### src/frc_map.vh
`ifndef FRC_MAP_VH
`define FRC_MAP_VH
// register byte addresses
`define FRC_ADDR_CTRL 8'h00
`define FRC_ADDR_IRQ_STATUS 8'h04
`define FRC_ADDR_IRQ_MASK 8'h08
`define FRC_ADDR_PIN 8'h0C
// control field positions
`define FRC_BIT_ENABLE 7
`define FRC_BIT_READY 6
`define FRC_BIT_PASS 5
`define FRC_BIT_SRC_HI 4
`define FRC_BIT_SRC_LO 3
`define FRC_BIT_BUF_EN 0
// control write mask: ready and bits 2:1 are not writable
`define FRC_CTRL_WMASK 8'hB9
`define FRC_CTRL_RESET 8'h00
// buffer source codes
`define FRC_SRC_BANDGAP 2'h0
`define FRC_SRC_DAC 2'h1
`define FRC_SRC_OPAMP 2'h2
`define FRC_SRC_EXTIN 2'h3
// interrupt status bits
`define FRC_IRQ_READY_RISE 0
`define FRC_IRQ_READY_FALL 1
// stabilization time in ns and cycles at 20 ns period
`define FRC_STAB_NS 25000
`define FRC_CLK_NS 20
`define FRC_STAB_CYCLES ((`FRC_STAB_NS + `FRC_CLK_NS - 1) / `FRC_CLK_NS)
// axi responses
`define FRC_RESP_OKAY 2'h0
`define FRC_RESP_SLVERR 2'h2
`endif

### src/frc_settle_timer.v
`timescale 1ns/1ps
`include "frc_map.vh"
module frc_settle_timer #(
  parameter WIDTH = 16,
  parameter [WIDTH-1:0] CYCLES = `FRC_STAB_CYCLES
)
(
  // clock and reset
  input wire clk,
  input wire sys_rst,
  // control
  input wire powered,
  // status
  output wire ready
);
  reg [WIDTH-1:0] count_q;
  reg ready_q;

  // counts while powered, ready once the count reaches the settle time
  always @(posedge clk)
  begin
    if (sys_rst || !powered)
    begin
      count_q <= {WIDTH{1'b0}};
      ready_q <= 1'b0;
    end
    else if (count_q >= CYCLES - 1'b1)
    begin
      ready_q <= 1'b1;
    end
    else
    begin
      count_q <= count_q + 1'b1;
    end
  end

  assign ready = ready_q;
endmodule

### src/frc_pin_mux.v
`timescale 1ns/1ps
module frc_pin_mux (
  // configuration
  input wire [1:0] srcSel,
  input wire bufEnable,
  input wire refReady,
  // analog source requests
  output wire [3:0] srcRoute,
  // pin digital side
  input wire pinDigIn,
  input wire pinDigOut,
  input wire pinDigOe,
  output wire pinIn,
  output wire pinOut,
  output wire pinOe,
  output wire analogOut
);
  wire [3:0] srcOneHot;

  // one-hot source routing gated by the buffer enable
  genvar i;
  generate
    for (i = 0; i < 4; i = i + 1)
    begin : gen_route
      assign srcOneHot[i] = (srcSel == i[1:0]);
      assign srcRoute[i] = srcOneHot[i] & bufEnable;
    end
  endgenerate

  // analog output overrides digital in and out
  assign analogOut = bufEnable & refReady;
  assign pinIn = bufEnable ? 1'b0 : pinDigIn;
  assign pinOut = bufEnable ? 1'b0 : pinDigOut;
  assign pinOe = bufEnable ? 1'b0 : pinDigOe;
endmodule

### src/frc_reference_control.v
// Register access over AXI4-Lite and the placing of the registers were left to the implementer.
`timescale 1ns/1ps
`include "frc_map.vh"
module frc_reference_control #(
  parameter SHUNT_VARIANT = 0,
  parameter STAB_WIDTH = 16,
  parameter [STAB_WIDTH-1:0] STAB_CYCLES = `FRC_STAB_CYCLES
)
(
  // clock and reset
  input wire clk,
  input wire sys_rst,
  // axi4-lite write address
  input wire [7:0] s_axi_awaddr,
  input wire s_axi_awvalid,
  output wire s_axi_awready,
  // axi4-lite write data
  input wire [31:0] s_axi_wdata,
  input wire [3:0] s_axi_wstrb,
  input wire s_axi_wvalid,
  output wire s_axi_wready,
  // axi4-lite write response
  output wire [1:0] s_axi_bresp,
  output wire s_axi_bvalid,
  input wire s_axi_bready,
  // axi4-lite read address
  input wire [7:0] s_axi_araddr,
  input wire s_axi_arvalid,
  output wire s_axi_arready,
  // axi4-lite read data
  output wire [31:0] s_axi_rdata,
  output wire [1:0] s_axi_rresp,
  output wire s_axi_rvalid,
  input wire s_axi_rready,
  // sleep status, retention only
  input wire sleepWake,
  // analog control
  output wire referencePower,
  output wire outputPassGate,
  output wire [3:0] bufferSourceRoute,
  output wire referenceDrive,
  // output pin digital side
  input wire pinDigIn,
  input wire pinDigOut,
  input wire pinDigOe,
  output wire pinIn,
  output wire pinOut,
  output wire pinOe,
  // interrupt
  output wire irq
);
  reg [7:0] ctrl_q;
  reg [1:0] irqStatus_q;
  reg [1:0] irqMask_q;
  reg [7:0] awAddr_q;
  reg awHave_q;
  reg [31:0] wData_q;
  reg [3:0] wStrb_q;
  reg wHave_q;
  reg bValid_q;
  reg [1:0] bResp_q;
  reg rValid_q;
  reg [31:0] rData_q;
  reg [1:0] rResp_q;
  reg readyPrev_q;
  wire refEnabled;
  wire refReady;
  wire [7:0] ctrlView;
  wire doWrite;
  wire doRead;
  wire readStatus;
  wire [1:0] irqEvent;
  wire bufferOn;

  // true when a byte address names a mapped register
  function mapped;
    input [7:0] addr;
    begin
      mapped = (addr == `FRC_ADDR_CTRL) || (addr == `FRC_ADDR_IRQ_STATUS) ||
        (addr == `FRC_ADDR_IRQ_MASK) || (addr == `FRC_ADDR_PIN);
    end
  endfunction

  // reference power from enable bit or shunt variant
  assign refEnabled = ctrl_q[`FRC_BIT_ENABLE] | (SHUNT_VARIANT != 0);
  assign referencePower = refEnabled;

  // stabilization timer
  frc_settle_timer #(
    .WIDTH(STAB_WIDTH),
    .CYCLES(STAB_CYCLES)
  ) uSettle (
    .clk(clk),
    .sys_rst(sys_rst),
    .powered(refEnabled),
    .ready(refReady)
  );

  // readback view with live ready flag and zero unimplemented bits
  assign ctrlView = {ctrl_q[7], refReady, ctrl_q[5:3], 2'b00, ctrl_q[0]};

  // pin buffer and source routing
  assign bufferOn = ctrl_q[`FRC_BIT_BUF_EN];
  assign outputPassGate = ctrl_q[`FRC_BIT_PASS];
  frc_pin_mux uPin (
    .srcSel(ctrl_q[`FRC_BIT_SRC_HI:`FRC_BIT_SRC_LO]),
    .bufEnable(bufferOn),
    .refReady(1'b1),
    .srcRoute(bufferSourceRoute),
    .pinDigIn(pinDigIn),
    .pinDigOut(pinDigOut),
    .pinDigOe(pinDigOe),
    .pinIn(pinIn),
    .pinOut(pinOut),
    .pinOe(pinOe),
    .analogOut(referenceDrive)
  );

  // write channel handshakes
  assign s_axi_awready = !awHave_q && !bValid_q;
  assign s_axi_wready = !wHave_q && !bValid_q;
  assign s_axi_bvalid = bValid_q;
  assign s_axi_bresp = bResp_q;
  assign doWrite = awHave_q && wHave_q && !bValid_q;

  // capture address and data in either order, answer once both held
  always @(posedge clk)
  begin
    if (sys_rst)
    begin
      awAddr_q <= 8'h00;
      awHave_q <= 1'b0;
      wData_q <= 32'h00000000;
      wStrb_q <= 4'h0;
      wHave_q <= 1'b0;
      bValid_q <= 1'b0;
      bResp_q <= `FRC_RESP_OKAY;
    end
    else
    begin
      if (s_axi_awvalid && s_axi_awready)
      begin
        awAddr_q <= s_axi_awaddr;
        awHave_q <= 1'b1;
      end
      if (s_axi_wvalid && s_axi_wready)
      begin
        wData_q <= s_axi_wdata;
        wStrb_q <= s_axi_wstrb;
        wHave_q <= 1'b1;
      end
      if (doWrite)
      begin
        awHave_q <= 1'b0;
        wHave_q <= 1'b0;
        bValid_q <= 1'b1;
        bResp_q <= mapped(awAddr_q) ? `FRC_RESP_OKAY : `FRC_RESP_SLVERR;
      end
      else if (bValid_q && s_axi_bready)
      begin
        bValid_q <= 1'b0;
      end
    end
  end

  // control register, cleared only by reset and untouched by wake
  always @(posedge clk)
  begin
    if (sys_rst)
    begin
      ctrl_q <= `FRC_CTRL_RESET;
      irqMask_q <= 2'b00;
    end
    else if (doWrite && wStrb_q[0])
    begin
      if (awAddr_q == `FRC_ADDR_CTRL)
      begin
        ctrl_q <= wData_q[7:0] & `FRC_CTRL_WMASK;
      end
      else if (awAddr_q == `FRC_ADDR_IRQ_MASK)
      begin
        irqMask_q <= wData_q[1:0];
      end
    end
  end

  // read channel
  assign s_axi_arready = !rValid_q;
  assign s_axi_rvalid = rValid_q;
  assign s_axi_rdata = rData_q;
  assign s_axi_rresp = rResp_q;
  assign doRead = s_axi_arvalid && !rValid_q;
  assign readStatus = doRead && (s_axi_araddr == `FRC_ADDR_IRQ_STATUS);

  // read data captured when the address is taken
  always @(posedge clk)
  begin
    if (sys_rst)
    begin
      rValid_q <= 1'b0;
      rData_q <= 32'h00000000;
      rResp_q <= `FRC_RESP_OKAY;
    end
    else if (doRead)
    begin
      rValid_q <= 1'b1;
      rResp_q <= `FRC_RESP_OKAY;
      if (s_axi_araddr == `FRC_ADDR_CTRL)
      begin
        rData_q <= {24'h000000, ctrlView};
      end
      else if (s_axi_araddr == `FRC_ADDR_IRQ_STATUS)
      begin
        rData_q <= {30'h00000000, irqStatus_q};
      end
      else if (s_axi_araddr == `FRC_ADDR_IRQ_MASK)
      begin
        rData_q <= {30'h00000000, irqMask_q};
      end
      else if (s_axi_araddr == `FRC_ADDR_PIN)
      begin
        rData_q <= {31'h00000000, pinIn};
      end
      else
      begin
        rData_q <= 32'h00000000;
        rResp_q <= `FRC_RESP_SLVERR;
      end
    end
    else if (rValid_q && s_axi_rready)
    begin
      rValid_q <= 1'b0;
    end
  end

  // ready edges set sticky status; a read clears, a new event wins
  assign irqEvent = {readyPrev_q & ~refReady, ~readyPrev_q & refReady};
  always @(posedge clk)
  begin
    if (sys_rst)
    begin
      readyPrev_q <= 1'b0;
      irqStatus_q <= 2'b00;
    end
    else
    begin
      readyPrev_q <= refReady;
      irqStatus_q <= (readStatus ? 2'b00 : irqStatus_q) | irqEvent;
    end
  end

  // level interrupt from unmasked status
  assign irq = |(irqStatus_q & irqMask_q);

  // sleep wake carries no register effect
  wire unusedWake = sleepWake;
endmodule

### config.mk
export PLATFORM = sky130hd
export DESIGN_NAME = frc_reference_control
export DESIGN_NICKNAME = d
export VERILOG_FILES = /design/src/frc_settle_timer.v /design/src/frc_pin_mux.v /design/src/frc_reference_control.v
export VERILOG_INCLUDE_DIRS = /design/src /design/src/src
export SDC_FILE = /design/constraint.sdc
export NUM_CORES = 1
export LEC_CHECK = 0
export ABC_AREA = 1
export BUFFER_PORTS_ARGS = -buffer_cell sky130_fd_sc_hd__clkbuf_2
export CAP_MARGIN = 30
export CORE_ASPECT_RATIO = 0.8
export CORE_MARGIN = 1.5
export CORE_UTILIZATION = 51
export CTS_CLUSTER_DIAMETER = 100
export DETAILED_ROUTE_END_ITERATION = 8
export GPL_ROUTABILITY_DRIVEN = 0
export PLACE_DENSITY = 0.85
export SKIP_CTS_REPAIR_TIMING = 1
export SYNTH_ARGS = -nofsm -noshare
export SYNTH_HDL_FRONTEND = slang
export SYNTH_SLANG_ARGS = --single-unit
### constraint.sdc
create_clock -name clk -period 2.29 [get_ports clk]
set_input_delay 0 -clock clk [delete_from_list [all_inputs] [get_ports clk]]
set_output_delay 0 -clock clk [all_outputs]
set_load 0.01 [all_outputs]
==> results.txt <==
- Result of the run: finished, violations left
- Violations in the final reports: hold timing
* Die area: 5712 um^2
* Number of DRC violations after detailed-routing iteration 0: 117
* Height of the die: 67.90 um
- Post-Syn Area per Cell: 7.103 um^2
- Cell depth of the worst flop-to-flop path: 9
- Hold Path Stages: 3
* Master cell of the clock root buffer: clkbuf_8
* Average wire length per cell after detail routing: 10.94 um
* Hold WC Path Type: in -> reg
- Die extent in x: about 84 um
- For this design the total switching power over the nets is 442.5 uW.
- Share of cells above drive strength 1: a little under a fifth
* Unrepaired setup endpoints after global routing: no
* Post-route fraction of the period consumed by the critical path: between 70 and 80%
- Max-cap violations in this run came to 0.
* Kind of end point of the critical path: flop
* Detailed-router iteration count before antenna repair: 4
* Vias after detailed routing: 2457
- Sink Count: 55
* Area growth from synthesis to layout: 15.42%
* Worst setup path end: uSettle.ready
- Share of total power in the clock network: ~30%
- Most used standard cell by instance count after synthesis: nor2_1
- Required time at the worst-slack endpoint: 2.49 ns
- After routing the design area is 3099 um^2.
- The number of antenna violations at the first check in global routing is 0.
- Final antenna-violating net count: 0
- At the pin with the least slew margin, the transition time is 0.7485 ns.
* Site row count: 23
* Detailed-route vias per instance: 4.846
- In this run the register-to-register setup slack is 0.59 ns.
- Summed over all layers, the routed wires come to 5545 um.
* Vias in the first global route: 2131
- Counting buffers and inverters, the worst setup path is 9 cells deep.
- For the worst setup path, the data arrival time is roughly 1.9 ns.
- The internal portion of the total power is around 1.3 mW.
- Pin placement for this block handled 115 I/O pins.
- In this run the power density over the cells is 554.2 nW/um^2.
- The slowest stage of the critical path belongs to the cell dfxtp_1.
- Number of unique standard cell types used by synthesis: 29
* Cell-by-cell trace of the critical path: inv_1 > ha_1 > nand3b_1 > nand2_1 > nand2_1 > nand2_2 > nand2_2 > o21ai_1 > inv_1
* Estimated wirelength of the detail-placed design: 4137 um
- dfxtp_1 takes more of the synthesized area than any other cell.
* Final routed DRC violation total: 0
- Port buffering added 57 buffers.
* Top cells by count, synth: nor2_1 (72), nand2_1 (62), dfxtp_1 (55)
* Total global routing overflow: 0
* Flop pwr share: around three fifths
- For this run, the slowest stage of the critical path takes ~0.4 ns.
- Switching share of power: 25.76%
- In this run, synthesis inferred 0 flip-flops with an integrated enable.
- Diode count: 0
* Cell area after synthesis: about 2700 um^2
* Post-layout util: between 60% and 70%
- CTS built an H-tree with a depth of 2.
* Post-route clock skew: 0.007022 ns
- The startpoint identified for the worst register-to-register timing path is uSettle.count_q[1].
- Comb power frac: 11.7%
- The clock passes through at most 2 buffers.
- Startpoint of the most critical setup path: uSettle.count_q[1]
* Synth async-reset ratio: 0%
* Final layout net count: 511
- Final hold violations: 4
* Post-placement cell area: 2907 um^2
- Area share of the largest cell type after synthesis: 41.01%
- Endpoint of the most critical register-to-register path: uSettle.ready
- Maximum net fanout on the critical path: 12
- Starting density of the core: 53.32%
- Buffers inserted during clock tree synthesis total 5.
- Post-layout min period: 1.703 ns
- Static timing analysis puts the maximum clock frequency at 587.0 MHz.
- Wire length of the first global-routing pass: 9101 um
* TritonCTS clock tree: built
- Counting every instance in the synthesized netlist gives 378.
- The max-slew violation count came to 0.
* Leakage Power: about 1.4 nW
- The worst-case IR drop observed on VDD is 0.3351 mV.
* Number of buffers and inverters on the critical path: 2
- Clock insertion delay at the later pin of the skew report: 0.30 ns
- FF+latch count, synth: 55
* Area of the core: 5036 um^2
- Hold timing on the final database bottoms out at a slack of -0.05534 ns.
- Sequential-to-total area share from yosys stat: between 40% and 50%
- Relative slew margins: 50.04%
- Summed over all failing endpoints, the final setup total negative slack is 0 ns.
- Yosys attributes the largest share of cell area to dfxtp_1 (41%), nor2_1 (10%), nand2_1 (8.7%).
* Delay-heaviest family, CP: simple AND/OR/NAND/NOR gates
- Maximum number of pins on one net before global-route repair: 30
* CP startpoint kind: flop
- Number of warnings issued by yosys: 0
- The most used flip-flop cell after synthesis is dfxtp_1.
- Total of endpoints with negative setup slack in the final report: 0
- Total Routing Usage GR: between 10% and 20%
- Clock slew at the register clock pins of the worst setup and hold paths: 0.10 ns
* Worst Path Class, Setup: reg -> reg
per-stage QoR:
stage / hold WS, ns / setup WS (ns) / total power, mW / instances
after CTS: -0.1303 / 0.6090 / 1.712 / 496
final: -0.05534 / 0.5865 / 1.718 / 507
after global placement: 0.1892 / 0.6812 / 1.214 / 489
after floorplan: 0.08316 / 0.9447 / 1.187 / 404
after detailed placement: 0.1904 / 0.6410 / 1.219 / 489
after global routing: -0.01026 / 0.4390 / 1.808 / 507
metal layers:
layer	vias up	track usage [%]	routed length (um)
met3	5	3.619	374
li1	1277	-	-
met4	0	5.123	41
met2	91	34.00	2447
met5	-	0	0
met1	1084	25.68	2681
worst min-delay path, stage by stage:
cell      delay, ns
clkbuf_2       0.07
o21ai_0        0.07
nor2_1         0.07
cell families after synthesis:
family	synth area share, %
and+or+nand+nor	29.26
xor gates and xnor gates	1.957
buffers and inverters	15.05
other	0.1397
adders and majority gates	1.398
AOI/OAI and AO/OA	11.18
DFF	41.01
cells in the final DEF (no fill, tap or decap), drive strengths merged:
master	count
nand3	30
clkbuf	62
nor3	7
xor2	4
buf	1
dlygate4sd3	11
dfxtp	55
nand4	7
o21ai	26
clkinv	3
a31oi	1
a21oi	23
xnor2	2
nand2	65
nand3b	1
o31ai	1
conb	27
inv	41
ha	3
nor2	74
o21a	1
sequential cells by signal, indices dropped and copies added, names as in the netlist, 2 cells and up:
register and cells:
awAddr_q 8, ctrl_q 5, irqMask_q 2, irqStatus_q 2, s_axi_rdata 7, uSettle.count_q 16, wData_q 6
power by group through the flow:
stage	sequential, mW	combinational, mW	clock [mW]
CTS	1.01	0.185	0.515
global route	1.02	0.228	0.561
global placement	1.03	0.180	0
detailed placement	1.04	0.184	0
floorplan	1.03	0.155	0
finish	1.01	0.201	0.504
cell type report:
cell class / count / area, um^2
fillers: 421 / 1937
multi-input cells: 272 / 1277
flip-flops and latches: 55 / 1101
repair buffers: 69 / 402.9
inverters: 42 / 157.7
well taps: 62 / 77.57
clock buffers: 5 / 68.82
clock inverters: 2 / 13.76
how the worst min path moves through the flow:
stage,from,end
floorplan,pinDigOe,pinOe
global placement,s_axi_bready,s_axi_bvalid
detailed placement,s_axi_bready,s_axi_bvalid
CTS,s_axi_bready,s_axi_bvalid
global route,s_axi_awaddr[5],awAddr_q[5]
finish,s_axi_awaddr[5],awAddr_q[5]
Power figures use the tool's default switching activity.
